===== src/hw/adc_ctl_pkg.sv =====
/*
  Package for the converter control block: register offsets, field
  positions, reset values, channel codes and cycle counts.
  Assumes a 32-bit Avalon-MM slave with word-aligned registers.
*/
package adc_ctl_pkg;

  // ----------------------------------------------------------------
  // Register offsets (byte addresses)
  // ----------------------------------------------------------------
  localparam logic [3:0] status_control_off = 4'h0;
  localparam logic [3:0] conversion_result_off = 4'h4;
  localparam logic [3:0] clock_config_off = 4'h8;

  // ----------------------------------------------------------------
  // Field positions
  // ----------------------------------------------------------------
  localparam int flag_pos = 7;
  localparam int irq_en_pos = 6;
  localparam int cont_pos = 5;
  localparam int src_pos = 4;

  // ----------------------------------------------------------------
  // Reset values and channel codes
  // ----------------------------------------------------------------
  localparam logic [4:0] chan_reset = 5'h1F;
  localparam logic [4:0] chan_power_off = 5'h1F;
  localparam logic [4:0] chan_last_ext = 5'h0E;
  localparam logic [4:0] chan_ref_high = 5'h1D;
  localparam logic [4:0] chan_ref_low = 5'h1E;
  localparam logic [4:0] chan_reserved = 5'h1B;
  localparam logic [2:0] prescale_reset = 3'h0;
  localparam logic src_reset = 1'b0;

  // ----------------------------------------------------------------
  // Cycle counts
  // ----------------------------------------------------------------
  localparam logic [4:0] conv_cycles = 5'h10;
  localparam logic [3:0] div_max_idx = 4'h4;

  // Analog input route for the multiplexer
  typedef enum logic [1:0] {
    route_external = 2'b00,
    route_ref_high = 2'b01,
    route_ref_low = 2'b10,
    route_none = 2'b11
  } route_e;

  // Request to the analog section
  typedef struct packed {
    logic start;
    logic powered;
    route_e route;
    logic [3:0] channel;
    logic bit_strobe;
    logic [2:0] bit_index;
  } analog_req_s;

endpackage


===== src/hw/adc_control.sv =====
/*
  Control for an 8-bit successive-approximation converter: register
  file over Avalon-MM, channel select, clock source and prescale, and
  the sixteen-clock conversion sequence.
  Assumes the comparator answers within one core clock of a bit strobe,
  and xtal_clk_in is a level synchronous to core_clk.
*/
// Added by the designer: register access over Avalon-MM and the register addresses.
`timescale 1ns/100ps

// Summary of operation
// - With interrupts off, flag sets at each conversion end; flag is read-only.
// - Flag stays set until the result register is read or a conversion ends with interrupts on.
// - With interrupts on, flag never sets and reads as zero.
// - With interrupts on, raise a request at each conversion end.
// - Reading result or writing status/control clears pending request.
// - Reset clears flag, enable, continuous; channel field resets to all ones.
// - Continuous bit repeats conversions; otherwise one conversion only.
// - Five-bit channel field, codes 0 to 14 pick external inputs.
// - Codes 0x0F-0x1A, 0x1C unused; 0x1B reserved; result unknown.
// - Code 0x1D routes high reference, 0x1E routes low reference.
// - All-ones channel code powers the converter off.
// - One 8-bit result register loaded at every conversion end.
// - Three-bit prescale divides by 1, 2, 4, 8, or 16.
// - Source bit picks bus clock at 1, crystal at 0; reset picks crystal.
// - Conversion takes sixteen conversion clocks, starts at next one after write.
// - Continuous results overwrite old ones until the bit is cleared.
// - Selected channel pin is forced to analog input.
module adc_control
(
  input wire logic core_clk,
  input wire logic srst,
  input wire logic clk_en,
  input wire logic [3:0] avs_address,
  input wire logic avs_read,
  input wire logic avs_write,
  input wire logic [31:0] avs_writedata,
  input wire logic [3:0] avs_byteenable,
  output logic [31:0] avs_readdata,
  output logic avs_waitrequest,
  input wire logic xtal_clk_in,
  input wire logic comparator_in,
  output adc_ctl_pkg::analog_req_s analog_req,
  output logic [14:0] pin_analog_force,
  output logic conversion_irq
);

  // ----------------------------------------------------------------
  // Types and functions
  // ----------------------------------------------------------------
  typedef enum logic [1:0] {
    st_idle = 2'b00,
    st_wait_edge = 2'b01,
    st_convert = 2'b10
  } conv_state_e;

  // Divider terminal mask for a prescale code
  function automatic logic [3:0] div_mask(input logic [2:0] code);
    logic [3:0] m;
    m = 4'h0;
    unique case (code)
      3'h0: m = 4'h0;
      3'h1: m = 4'h1;
      3'h2: m = 4'h3;
      3'h3: m = 4'h7;
      default: m = 4'hF;
    endcase
    return m;
  endfunction

  // ----------------------------------------------------------------
  // Registers
  // ----------------------------------------------------------------
  logic flag_reg;
  logic irq_en_reg;
  logic cont_reg;
  logic [4:0] chan_reg;
  logic [7:0] result_reg;
  logic [2:0] prescale_reg;
  logic src_reg;
  logic irq_reg;
  logic [31:0] rdata_reg;
  logic ack_reg;
  conv_state_e state_reg;
  logic [4:0] cyc_reg;
  logic [3:0] div_reg;
  logic src_prev_reg;
  logic [7:0] sar_reg;
  logic start_reg;
  logic strobe_reg;
  logic [2:0] bit_idx_reg;

  logic wr_stat;
  logic rd_result;
  logic src_edge;
  logic tick;
  logic done;
  logic powered;
  logic [7:0] sar_next;

  // ----------------------------------------------------------------
  // Bus slave
  // ----------------------------------------------------------------
  // One wait cycle: answer on the edge after the request appears
  assign avs_waitrequest = (avs_read | avs_write) & ~ack_reg;
  assign avs_readdata = rdata_reg;
  assign wr_stat = clk_en & avs_write & ack_reg & avs_byteenable[0]
    & (avs_address == adc_ctl_pkg::status_control_off);
  assign rd_result = clk_en & avs_read & ack_reg
    & (avs_address == adc_ctl_pkg::conversion_result_off);

  // Acknowledge toggles once per request
  always_ff @(posedge core_clk)
  begin
    if (srst)
      ack_reg <= 1'b0;
    else if (clk_en)
      ack_reg <= (avs_read | avs_write) & ~ack_reg;
  end

  // Read data mux, unmapped reads give zero
  always_ff @(posedge core_clk)
  begin
    if (srst)
      rdata_reg <= 32'h0;
    else if (clk_en && avs_read && !ack_reg)
    begin
      unique case (avs_address)
        adc_ctl_pkg::status_control_off:
          rdata_reg <= {24'h0, flag_reg & ~irq_en_reg, irq_en_reg,
            cont_reg, chan_reg};
        adc_ctl_pkg::conversion_result_off:
          rdata_reg <= {24'h0, result_reg};
        adc_ctl_pkg::clock_config_off:
          rdata_reg <= {24'h0, prescale_reg, src_reg, 4'h0};
        default:
          rdata_reg <= 32'h0;
      endcase
    end
  end

  // Control fields; flag bit of the write is ignored
  always_ff @(posedge core_clk)
  begin
    if (srst)
    begin
      irq_en_reg <= 1'b0;
      cont_reg <= 1'b0;
      chan_reg <= adc_ctl_pkg::chan_reset;
    end
    else if (wr_stat)
    begin
      irq_en_reg <= avs_writedata[adc_ctl_pkg::irq_en_pos];
      cont_reg <= avs_writedata[adc_ctl_pkg::cont_pos];
      chan_reg <= avs_writedata[4:0];
    end
  end

  // Clock configuration
  always_ff @(posedge core_clk)
  begin
    if (srst)
    begin
      prescale_reg <= adc_ctl_pkg::prescale_reset;
      src_reg <= adc_ctl_pkg::src_reset;
    end
    else if (clk_en && avs_write && ack_reg && avs_byteenable[0]
      && avs_address == adc_ctl_pkg::clock_config_off)
    begin
      prescale_reg <= avs_writedata[7:5];
      src_reg <= avs_writedata[adc_ctl_pkg::src_pos];
    end
  end

  // ----------------------------------------------------------------
  // Conversion clock
  // ----------------------------------------------------------------
  // Bus source ticks every cycle; crystal source on its rising edges
  always_ff @(posedge core_clk)
  begin
    if (srst)
      src_prev_reg <= 1'b0;
    else if (clk_en)
      src_prev_reg <= xtal_clk_in;
  end
  assign src_edge = src_reg ? 1'b1 : (xtal_clk_in & ~src_prev_reg);

  // Prescale counter
  always_ff @(posedge core_clk)
  begin
    if (srst)
      div_reg <= 4'h0;
    else if (clk_en && src_edge)
      div_reg <= ((div_reg & div_mask(prescale_reg))
        == div_mask(prescale_reg)) ? 4'h0 : div_reg + 4'h1;
  end
  assign tick = clk_en & src_edge
    & ((div_reg & div_mask(prescale_reg)) == div_mask(prescale_reg));

  // ----------------------------------------------------------------
  // Conversion sequencer
  // ----------------------------------------------------------------
  assign powered = (chan_reg != adc_ctl_pkg::chan_power_off);
  assign done = tick && (state_reg == st_convert)
    && (cyc_reg == adc_ctl_pkg::conv_cycles - 5'h1);

  // State: write arms, next conversion clock starts, sixteen clocks run
  always_ff @(posedge core_clk)
  begin
    if (srst)
    begin
      state_reg <= st_idle;
      cyc_reg <= 5'h0;
    end
    else if (wr_stat)
    begin
      state_reg <= (avs_writedata[4:0] != adc_ctl_pkg::chan_power_off)
        ? st_wait_edge : st_idle;
      cyc_reg <= 5'h0;
    end
    else if (clk_en && !powered)
      state_reg <= st_idle;
    else if (tick)
    begin
      unique case (state_reg)
        st_idle:
          state_reg <= st_idle;
        st_wait_edge:
        begin
          state_reg <= st_convert;
          cyc_reg <= 5'h0;
        end
        st_convert:
        begin
          if (cyc_reg == adc_ctl_pkg::conv_cycles - 5'h1)
          begin
            state_reg <= cont_reg ? st_convert : st_idle;
            cyc_reg <= 5'h0;
          end
          else
            cyc_reg <= cyc_reg + 5'h1;
        end
        default:
          state_reg <= st_idle;
      endcase
    end
  end

  // Bit decisions: strobes at conversion clocks 1..8, sample next clock
  assign sar_next = sar_reg | (comparator_in ? 8'h00
    : (8'h80 >> bit_idx_reg));
  always_ff @(posedge core_clk)
  begin
    if (srst)
    begin
      sar_reg <= 8'h00;
      start_reg <= 1'b0;
      strobe_reg <= 1'b0;
      bit_idx_reg <= 3'h0;
    end
    else if (clk_en)
    begin
      // One start pulse per conversion, none on a rewrite
      start_reg <= !wr_stat && ((tick && state_reg == st_wait_edge)
        || (done && cont_reg));
      strobe_reg <= 1'b0;
      if (strobe_reg)
        sar_reg <= sar_next & ~(8'h80 >> bit_idx_reg)
          | ({8{comparator_in}} & (8'h80 >> bit_idx_reg));
      if (tick && state_reg == st_convert && cyc_reg == 5'h0)
        sar_reg <= 8'h00;
      if (tick && state_reg == st_convert && cyc_reg >= 5'h1
        && cyc_reg <= 5'h8)
      begin
        strobe_reg <= 1'b1;
        bit_idx_reg <= 3'(cyc_reg - 5'h1);
      end
    end
  end

  // ----------------------------------------------------------------
  // Result, flag and interrupt
  // ----------------------------------------------------------------
  // Result loads at every conversion end
  always_ff @(posedge core_clk)
  begin
    if (srst)
      result_reg <= 8'h00;
    else if (done)
      result_reg <= sar_reg;
  end

  // Completion flag; set wins over the clearing read
  always_ff @(posedge core_clk)
  begin
    if (srst)
      flag_reg <= 1'b0;
    else if (done && !irq_en_reg)
      flag_reg <= 1'b1;
    else if (done && irq_en_reg)
      flag_reg <= 1'b0;
    else if (rd_result)
      flag_reg <= 1'b0;
  end

  // Interrupt request; set wins over clears
  always_ff @(posedge core_clk)
  begin
    if (srst)
      irq_reg <= 1'b0;
    else if (done && irq_en_reg)
      irq_reg <= 1'b1;
    else if (rd_result || wr_stat)
      irq_reg <= 1'b0;
  end
  assign conversion_irq = irq_reg;

  // ----------------------------------------------------------------
  // Analog side
  // ----------------------------------------------------------------
  // Route decode and pin forcing
  always_comb
  begin
    analog_req.start = start_reg;
    analog_req.powered = powered;
    analog_req.bit_strobe = strobe_reg;
    analog_req.bit_index = bit_idx_reg;
    analog_req.channel = chan_reg[3:0];
    pin_analog_force = 15'h0000;
    if (chan_reg <= adc_ctl_pkg::chan_last_ext)
    begin
      analog_req.route = adc_ctl_pkg::route_external;
      pin_analog_force[chan_reg[3:0]] = 1'b1;
    end
    else if (chan_reg == adc_ctl_pkg::chan_ref_high)
      analog_req.route = adc_ctl_pkg::route_ref_high;
    else if (chan_reg == adc_ctl_pkg::chan_ref_low)
      analog_req.route = adc_ctl_pkg::route_ref_low;
    else
      analog_req.route = adc_ctl_pkg::route_none;
  end

endmodule // adc_control


===== config.mk =====
export PLATFORM = sky130hd
export DESIGN_NAME = adc_control
export DESIGN_NICKNAME = d
export VERILOG_FILES = /design/src/hw/adc_ctl_pkg.sv /design/src/hw/adc_control.sv
export SDC_FILE = /design/constraint.sdc
export NUM_CORES = 1
export LEC_CHECK = 0
export ABC_AREA = 1
export BUFFER_PORTS_ARGS = -buffer_cell sky130_fd_sc_hd__buf_2
export CAP_MARGIN = 10
export CORE_MARGIN = 4
export CORE_UTILIZATION = 45
export CTS_CLUSTER_DIAMETER = 80
export DETAILED_ROUTE_END_ITERATION = 16
export PLACE_DENSITY_LB_ADDON = 0.1
export RECOVER_POWER = 50
export SYNTH_ARGS = -nofsm -noshare
export SYNTH_HDL_FRONTEND = slang
export SYNTH_SLANG_ARGS = --single-unit

===== constraint.sdc =====
create_clock -name core_clk -period 1.4 [get_ports core_clk]
set_input_delay 0.07 -clock core_clk [delete_from_list [all_inputs] [get_ports core_clk]]
set_output_delay 0.07 -clock core_clk [all_outputs]
set_load 0.005 [all_outputs]

==> impl_metrics.py, run 1 <==
metrics = {
    "synth": {
        "synth_top_area_share_pct": 36.5,
        "syn_avg_cell_area_sq_um": 7.26,
        "synth-seq-area-share_pct": 36.5,
        "ys_ff_latch": 55,
        "synthTopCellsByArea": "dfxtp_1, nand2_1, buf_4",
        "netlist_area_sq_mm": 0.00302,
        "synth_cell_type_count": 35,
        "synthCells": 416,
        "yosysTopAreaCell": "dfxtp_1",
        "yosysWarningCount": 0,
    },
    "global_routing": {
        "top_usage_layer": "met2",
        "met3_usage_pct": 3.92,
        "grt_pass1_vias": 2639,
        "grt_use_total_pct": 18.4,
        "use_met1_pct": 23.3,
        "antenna_found_initial": 0,
        "grt_pass1_wl_um": 12400,
        "grt_overflow": 0,
        "grt_max_degree": 26,
        "grt_use_met2_pct": 31.7,
    },
    "pwr": {
        "total_power_mw": 2.78,
        "power_frac_seq_pct": 56.7,
        "switching_power_mw": 0.670,
        "switching_share_pct": 24.1,
        "pwr-share-comb_pct": 8.8,
        "p_leak_nw": 1.62,
        "worst_ir_drop_vdd_mv": 0.423,
        "internal-power_mw": 2.11,
        "power_density_mw_per_mm2": 713,
        "pwr-share-clk_pct": 34.5,
    },
    "worst_setup_path": {
        "cp_common_cell": "nand2_4",
        "rr_worst_depth": 9,
        "crit_type": "reg2reg",
        "required_ns": 1.60,
        "critPathSlowestCell": "dfxtp_2",
        "path_cells": "nand2_2 -> a21oi_2 -> nand2_2 -> nand2_4 -> nand2_4 -> nor2_4 -> nand2_4 -> o21ai_2 -> a21oi_1",
        "worstSetupEndpointType": "flip-flop",
        "ff2ff_setup_slack_ns": -0.02,
        "arrival_ns": 1.62,
        "critPathMaxStageDelay_ns": 0.36,
        "startpoint_type": "flip-flop",
        "crit_fanout": 6,
    },
    "timing": {
        "clock.fmax_ghz": 0.703,
        "grt_setup_unrepaired": "true",
        "period_minus_slack_ns": 1.42,
        "clock_skew_ns": 0.0122,
        "worst_slack_ns": -0.0219,
        "worst_hold_slack_ns": 0.00289,
        "setup_viol": 4,
        "drv_slew": 0,
        "final_hold_viol_count": 0,
        "period_share_pct": 102,
        "fin_setup_tns_ns": -0.0450,
    },
    "route": {
        "wire_per_inst_um": 13.5,
        "wirelength_um": 7850,
        "drc": 0,
        "via_count": 2902,
        "first_pass_iters": 4,
        "drtIter0Drc": 113,
        "ant_nets": 0,
        "routed_via_density": 4.99,
    },
    "placed_design": {
        "hpwl_um": 5840,
        "dp_slack_ns": -0.0405,
        "io_buffers": 56,
        "post_dp_cell_area_sq_mm": 0.00351,
        "dp_cells": 569,
        "place.gp.congestion": 0.831,
    },
    "run": {
        "cap_violations": 0,
    },
    "final_layout": {
        "finalCoreUtilization_pct": 60.6,
        "mostFrequentLayoutCells": "nand2_1, buf_2, dfxtp_1",
        "fillCellCount": 607,
        "diodes": 0,
        "final_area_sq_mm": 0.00389,
        "drive_gt1_share_pct": 35.2,
        "num-nets-final": 559,
        "syn_to_final_growth_pct": 28.9,
        "fin_cells": 582,
        "final_common_cell": "nand2_1",
    },
    "worst_hold_path": {
        "hold_depth": 3,
        "hold_path_class": "in2reg",
    },
    "die": {
        "io_pins": 108,
        "die_h_um": 89.9,
        "rows": 29,
        "die_w_um": 89.9,
        "core_area_sq_mm": 0.00642,
        "start_util_pct": 47.0,
        "dieArea_sq_mm": 0.00809,
    },
    "run_status": {
        "violations": "negative setup slack",
        "status": "finished with violations",
    },
    "cts": {
        "cts_tree": "done",
        "clock_sinks": 55,
        "cts_buffers": 5,
        "clk_latency_ns": 0.31,
        "root_buffer": "clkbuf_8",
        "h-tree-depth": 2,
        "path_clk_slew_ns": 0.10,
        "cts_buffer_depth": 2,
    },
}
per-layer routing:
metal  share of wire [%]  vias to the layer above
li1                    -                     1504
met1                  46                     1305
met2                  48                       87
met3                 5.7                        6
met4                0.80                        0
met5                   0                        -
area by class of cell:
cell class | instances | area [sq um] | area share, %
multi-input cells | 296 | 1790 | 45.9
flip-flops and latches | 55 | 1120 | 28.7
clock buffers | 7 | 97.6 | 2.51
repair buffers | 100 | 611 | 15.7
inverters | 47 | 181 | 4.66
well taps | 77 | 96.3 | 2.48
power groups by stage:
stage / Clock (mW) / Sequential (mW) / Combinational [mW]
2_1_floorplan: 0 / 1.61 / 0.183
3_5_place_dp: 0 / 1.61 / 0.225
6_report: 0.957 / 1.57 / 0.245
3_3_place_gp: 0 / 1.61 / 0.223
5_1_grt: 1.04 / 1.58 / 0.274
4_1_cts: 0.988 / 1.58 / 0.229
cell families (layout without fill, tap and decap cells):
| family | after synthesis | in the layout | share of synthesized area (%) |
|---|---|---|---|
| buffers and inverters | 88 | 154 | 15.3 |
| DFF | 55 | 55 | 36.5 |
| other | 1 | 24 | 0.124 |
| AOI/OAI and AO/OA | 95 | 95 | 17.5 |
| adders and majority gates | 7 | 7 | 2.90 |
| and+or+nand+nor | 165 | 165 | 26.2 |
| xor gates and xnor gates | 4 | 4 | 1.16 |
| muxes | 1 | 1 | 0.331 |
worst max-delay path: cells and delay by family (launching register included):
family           cells  cell delay, ns
flip-flops           1            0.36
AND/OR/NAND/NOR      6            0.64
AO/OA/AOI/OAI        3            0.32
timing repair:
action	in CTS	in global routing
endpoints found under the hold margin	0	0
setup buffers	2	5
pin swaps	10	23
resized for setup	22	69
hold buffers	0	0
setup endpoints to repair	16	47
final timing paths:
kind / start / end
max: div_reg[0] / bit_idx_reg[0]
min: avs_writedata[0] / chan_reg[0]
max reg2reg: div_reg[0] / bit_idx_reg[0]
min reg2reg: result_reg[1] / result_reg[1]
cell usage after synthesis, drive strengths merged:
library cell  count
a211oi            2
a21oi            49
a31oi             1
buf              35
clkbuf            6
conb              1
dfxtp            55
ha                7
inv              47
mux2i             1
nand2            79
nand3            23
nand4            13
nor2             37
nor3             11
nor4              1
o211ai            4
o21ai            29
o21bai            1
o221ai            3
o22ai             5
o31ai             1
or2               1
xor2              4
No activity file was read; power rests on OpenSTA's default activity.
==> inputs of run 2 (changes only) <==
--- a/config.mk
+++ b/config.mk
@@ -5,13 +5,13 @@
 export SDC_FILE = /design/constraint.sdc
 export NUM_CORES = 1
 export LEC_CHECK = 0
-export ABC_AREA = 1
+export ABC_AREA = 0
 export BUFFER_PORTS_ARGS = -buffer_cell sky130_fd_sc_hd__buf_2
 export CAP_MARGIN = 10
-export CORE_MARGIN = 4
-export CORE_UTILIZATION = 45
+export CORE_UTILIZATION = 46
 export CTS_CLUSTER_DIAMETER = 80
 export DETAILED_ROUTE_END_ITERATION = 16
+export HOLD_SLACK_MARGIN = 0.1
 export PLACE_DENSITY_LB_ADDON = 0.1
 export RECOVER_POWER = 50
 export SYNTH_ARGS = -nofsm -noshare
==> impl_metrics.py, run 2 <==
metrics = {
    "synth": {
        "ys.flop_type": "dfxtp_1",
        "post-synth-top-count-cell": "dfxtp_1",
        "synth_cell_type_count": 59,
        "syn_avg_cell_area_sq_um": 8.11,
        "synth-seq-area-share_pct": 34.5,
        "ys_ff_latch": 55,
        "synth_top_area_share_pct": 34.5,
        "synth_common_cells": "dfxtp_1, nor2_1, nand2_1",
        "synth_edf_count": 0,
        "yosysTopAreaCell": "dfxtp_1",
        "yosysWarningCount": 0,
        "synthCells": 393,
        "netlist_area_sq_mm": 0.00319,
        "async_reset_ff_share_pct": 0,
        "synthTopCellsByArea": "dfxtp_1, buf_4, nor2_1",
    },
    "pwr": {
        "worst_ir_drop_vdd_mv": 0.403,
        "p_leak_nw": 1.76,
        "total_power_mw": 2.78,
        "power_density_mw_per_mm2": 655,
    },
    "route": {
        "dr_wl_met3_um": 370,
        "routed_via_density": 5.29,
        "wirelength_um": 8550,
        "wire_per_inst_um": 14.9,
        "dr.max_layer_used": "met4",
        "ant_nets": 0,
        "drc": 0,
        "drtIter0Drc": 135,
        "via_count": 3033,
        "first_pass_iters": 4,
        "wl_met1_um": 3860,
        "wl_met2_um": 4250,
    },
    "global_routing": {
        "grt_pass1_vias": 2716,
        "grt_max_degree": 20,
        "grt_overflow": 0,
        "grt_pass1_wl_um": 13300,
        "antenna_found_initial": 0,
        "grt_use_total_pct": 22.9,
    },
    "die": {
        "die_h_um": 85.3,
        "dieArea_sq_mm": 0.00727,
        "start_util_pct": 48.8,
        "rows": 29,
        "core_area_sq_mm": 0.00653,
        "io_pins": 108,
        "die_w_um": 85.3,
    },
    "worst_setup_path": {
        "crit_type": "reg2reg",
        "required_ns": 1.64,
        "rr_endpoint": "sar_reg[7]",
        "ff2ff_setup_slack_ns": -0.21,
        "crit_fanout": 4,
        "startpoint_type": "flip-flop",
        "worstSetupEndpointType": "flip-flop",
        "rr_worst_depth": 5,
        "reg2reg_from": "state_reg[1]",
        "startpoint": "state_reg[1]",
        "arrival_ns": 1.85,
    },
    "cts": {
        "path_clk_slew_ns": 0.11,
        "root_buffer": "clkbuf_8",
        "clock_sinks": 55,
        "cts_buffers": 5,
        "h-tree-depth": 2,
        "cts_tree": "done",
        "cts_buffer_depth": 2,
        "clk_latency_ns": 0.32,
    },
    "final_layout": {
        "num-nets-final": 549,
        "syn_to_final_growth_pct": 32.8,
        "final_common_cell": "buf_4",
        "finalCoreUtilization_pct": 64.8,
        "diodes": 0,
        "mostFrequentLayoutCells": "buf_4, buf_2, dfxtp_1",
        "drive_gt1_share_pct": 37.9,
    },
    "timing": {
        "clock_skew_ns": 0.00891,
        "clock.fmax_ghz": 0.621,
        "fin_setup_tns_ns": -4.36,
        "period_minus_slack_ns": 1.61,
        "period_share_pct": 115,
        "worst_slack_ns": -0.210,
        "setup_viol": 44,
        "drv_slew": 0,
        "grt_setup_unrepaired": "true",
        "final_hold_viol_count": 0,
    },
    "placed_design": {
        "dp_slack_ns": -0.241,
        "io_buffers": 56,
        "hpwl_um": 5980,
        "place.gp.congestion": 0.857,
    },
    "worst_hold_path": {
        "hold_depth": 3,
        "min_to": "chan_reg[4]",
        "hold_path_class": "in2reg",
        "hold_path.startpoint": "srst",
    },
    "run_status": {
        "violations": "negative setup slack",
        "status": "finished with violations",
    },
    "run": {
        "cap_violations": 0,
    },
}
run 2: changes by cell type after synthesis, moves of 5 or more:
cell      delta
buf_2        +6
nor3_1       +5
nor2_1       +5
mux2i_1     +12
a22oi_1      +8
nand4_1      -5
nand2_1     -40
inv_1       -28
a211oi_1     +8
a21oi_1     -26
nor2b_1      +5
clkbuf_1     +7
o22ai_1      -5
run 2: per-layer routing:
metal,global-route usage [%],up-vias
met2,41.1,89
li1,-,1537
met3,3.70,7
met4,6.06,0
met1,28.6,1400
met5,0,-
run 2: layout make-up:
class                           count  area (sq um)
Clock buffer                        5          68.8
Clock inverter                      3          28.8
Fill cell                         554          2300
Inverter                           17          66.3
Multi-Input combinational cell    291          2020
Sequential cell                    55          1120
Tap cell                           77          96.3
Timing Repair Buffer              125           837
run 2: cell families after synthesis:
family | count (synthesis) | synth area share, %
muxes | 17 | 5.49
AOI/OAI and AO/OA | 93 | 19.9
DFF | 55 | 34.5
other | 1 | 0.118
buffers and inverters | 70 | 12.7
adders and majority gates | 7 | 2.75
and+or+nand+nor | 148 | 24.0
xor gates and xnor gates | 2 | 0.550
run 2: through the flow:
step,instances,hold WS (ns),instance area (sq um)
3_5_place_dp,549,0.308,3740
4_1_cts,570,0.132,4100
6_report,573,0.152,4240
5_1_grt,573,0.155,4240
2_1_floorplan,416,0.194,3320
3_3_place_gp,549,0.311,3740
run 2: worst max-delay path by stage:
stage | end | depth (start not counted)
floorplan | sar_reg[4] | 7
global placement | sar_reg[6] | 6
detailed placement | sar_reg[5] | 6
CTS | sar_reg[5] | 6
global route | sar_reg[6] | 6
finish | sar_reg[7] | 5
run 2: critical path: stages (launching register included):
cell and delay, ns:
dfxtp_2 0.37, ha_4 0.14, nor4b_4 0.18, o2111ai_2 0.19, o41a_1 0.43, a211oi_1 0.22
run 2: power breakdown:
part / internal, mW / leakage, nW / total, mW / switching, mW
sequential: 1.57 / 0.446 / 1.57 / 0.00451
clock: 0.373 / 0.0502 / 0.967 / 0.594
combinational: 0.0984 / 1.26 / 0.239 / 0.141
total: 2.04 / 1.76 / 2.78 / 0.739
run 2: what timing repair did:
item / in CTS / in global routing
setup endpoints to repair: 41 / 57
pin swaps: 18 / 16
buffers inserted: 5 / 3
endpoints found under the hold margin: 12 / 0
gates resized for setup: 35 / 36
hold buffers: 9 / 0
==> inputs of run 3 (changes only) <==
--- a/config.mk
+++ b/config.mk
@@ -9,10 +9,9 @@
 export BUFFER_PORTS_ARGS = -buffer_cell sky130_fd_sc_hd__buf_2
 export CAP_MARGIN = 10
 export CORE_UTILIZATION = 46
-export CTS_CLUSTER_DIAMETER = 80
 export DETAILED_ROUTE_END_ITERATION = 16
 export HOLD_SLACK_MARGIN = 0.1
-export PLACE_DENSITY_LB_ADDON = 0.1
+export PLACE_DENSITY = 0.75
 export RECOVER_POWER = 50
 export SYNTH_ARGS = -nofsm -noshare
 export SYNTH_HDL_FRONTEND = slang
==> impl_metrics.py, run 3 (synthesized netlist as in run 2, its figures left out) <==
metrics = {
    "final_layout": {
        "num-nets-final": 570,
        "finalCoreUtilization_pct": 71.8,
        "mostFrequentLayoutCells": "buf_4, buf_2, dfxtp_1",
        "drive_gt1_share_pct": 47.4,
        "fillCellCount": 465,
        "seq_area_sq_mm": 0.00113,
        "syn_to_final_growth_pct": 47.1,
        "diodes": 0,
        "final_area_sq_mm": 0.00469,
        "multiInputGateArea_sq_mm": 0.00224,
        "final_common_cell": "buf_4",
    },
    "route": {
        "routed_via_density": 5.86,
        "first_pass_iters": 5,
        "ant_nets": 0,
        "wire_per_inst_um": 17.9,
        "via_count": 3478,
        "drtIter0Drc": 305,
        "wirelength_um": 10600,
        "drc": 0,
    },
    "timing": {
        "period_minus_slack_ns": 1.67,
        "worst_pin_slew_ns": 0.516,
        "final_hold_viol_count": 0,
        "clock_skew_ns": 0.00989,
        "grt_setup_unrepaired": "true",
        "worst_slack_ns": -0.270,
        "period_share_pct": 119,
        "clock.fmax_ghz": 0.599,
        "fin_setup_tns_ns": -5.72,
        "drv_slew": 0,
        "slew_headroom_pct": 65.5,
        "setup_viol": 48,
    },
    "global_routing": {
        "grt_use_total_pct": 23.8,
        "grt_pass1_wl_um": 13800,
        "grt_max_degree": 19,
        "grt_overflow": 0,
        "grt_pass1_vias": 2889,
        "antenna_found_initial": 0,
    },
    "cts": {
        "cts_buffers": 5,
        "clock_sinks": 55,
        "cts_buffer_depth": 2,
        "root_buffer": "clkbuf_8",
        "clk_latency_ns": 0.34,
        "path_clk_slew_ns": 0.11,
        "h-tree-depth": 2,
        "cts_tree": "done",
    },
    "worst_setup_path": {
        "crit_buf_inv": 0,
        "critPathSlowestCell": "o41a_1",
        "crit_type": "reg2reg",
        "crit_fanout": 4,
        "startpoint_type": "flip-flop",
        "arrival_ns": 1.93,
        "crit_family": "compound AO/OA/AOI/OAI gates",
        "worstSetupEndpointType": "flip-flop",
        "required_ns": 1.66,
        "ff2ff_setup_slack_ns": -0.27,
        "path_cells": "o21ba_4 -> nor2_4 -> a22oi_4 -> o41a_1 -> a211oi_1",
        "critPathMaxStageDelay_ns": 0.50,
    },
    "placed_design": {
        "post_dp_cell_area_sq_mm": 0.00372,
        "dp_slack_ns": -0.270,
        "io_buffers": 56,
        "hpwl_um": 5910,
        "place.gp.congestion": 0.875,
    },
    "worst_hold_path": {
        "hold_path_class": "in2reg",
    },
    "pwr": {
        "total_power_mw": 2.82,
        "p_leak_nw": 1.87,
        "power_density_mw_per_mm2": 602,
        "worst_ir_drop_vdd_mv": 0.640,
    },
    "run_status": {
        "status": "finished with violations",
        "violations": "negative setup slack",
    },
    "die": {
        "core_area_sq_mm": 0.00653,
        "io_pins": 108,
        "dieArea_sq_mm": 0.00727,
        "die_h_um": 85.3,
        "rows": 29,
        "start_util_pct": 48.8,
        "die_w_um": 85.3,
    },
    "run": {
        "cap_violations": 0,
    },
}
==> run 3: changes by cell type in the layout (fill, tap and decap cells not counted), sizes merged <==
cell	change
buf	+16
clkbuf	+3
clkinv	-2
clkinvlp	+1
dlygate4sd3	+1
o21a	+1
or3	+1
==> run 3: final timing paths <==
check	start	end	cells past startpoint
setup / recovery	prescale_reg[0]	sar_reg[4]	5
hold / removal	avs_address[0]	avs_readdata[6]	4
setup reg to reg	prescale_reg[0]	sar_reg[4]	5
hold reg to reg	result_reg[2]	result_reg[2]	2
==> run 3: report_power, final <==
group | internal, mW | switching (mW)
registers | 1.56 | 0.00483
clock network | 0.362 | 0.602
logic | 0.120 | 0.172
total | 2.05 | 0.779
==> run 3: stage by stage <==
stage          hold slack [ns]  std cells
2_1_floorplan            0.194        416
3_3_place_gp             0.297        546
3_5_place_dp             0.299        546
4_1_cts                  0.160        579
5_1_grt                  0.171        594
6_report                 0.163        594
==> run 3: cell type report <==
cell class / instances / share of cell area [%]
multi-input cells: 293 / 47.8
flip-flops and latches: 55 / 24.1
repair buffers: 144 / 22.8
well taps: 77 / 2.05
clock buffers: 6 / 1.55
inverters: 17 / 1.41
clock inverters: 2 / 0.347
==> run 3: per-layer routing <==
| layer | global-route usage (%) | vias to the layer above | routed length, um |
|---|---|---|---|
| met3 | 3.89 | 43 | 785 |
| li1 | - | 1588 | - |
| met2 | 42.0 | 182 | 5250 |
| met5 | 0 | - | 0 |
| met1 | 29.7 | 1665 | 4230 |
| met4 | 6.97 | 0 | 372 |
==> run 3: tightest hold or removal path, cell delays in order <==
cell and delay (ns):
buf_2 0.13, a2111oi_2 0.08, a22oi_1 0.13, nor2_1 0.05
==> run 3: what timing repair did <==
action | in CTS | in global routing
hold endpoints to repair | 16 | 0
gates cloned | 2 | 3
buffers inserted | 13 | 12
endpoints found under the setup margin | 46 | 62
pin swaps | 27 | 36
gates resized for setup | 52 | 88
hold buffers | 10 | 0
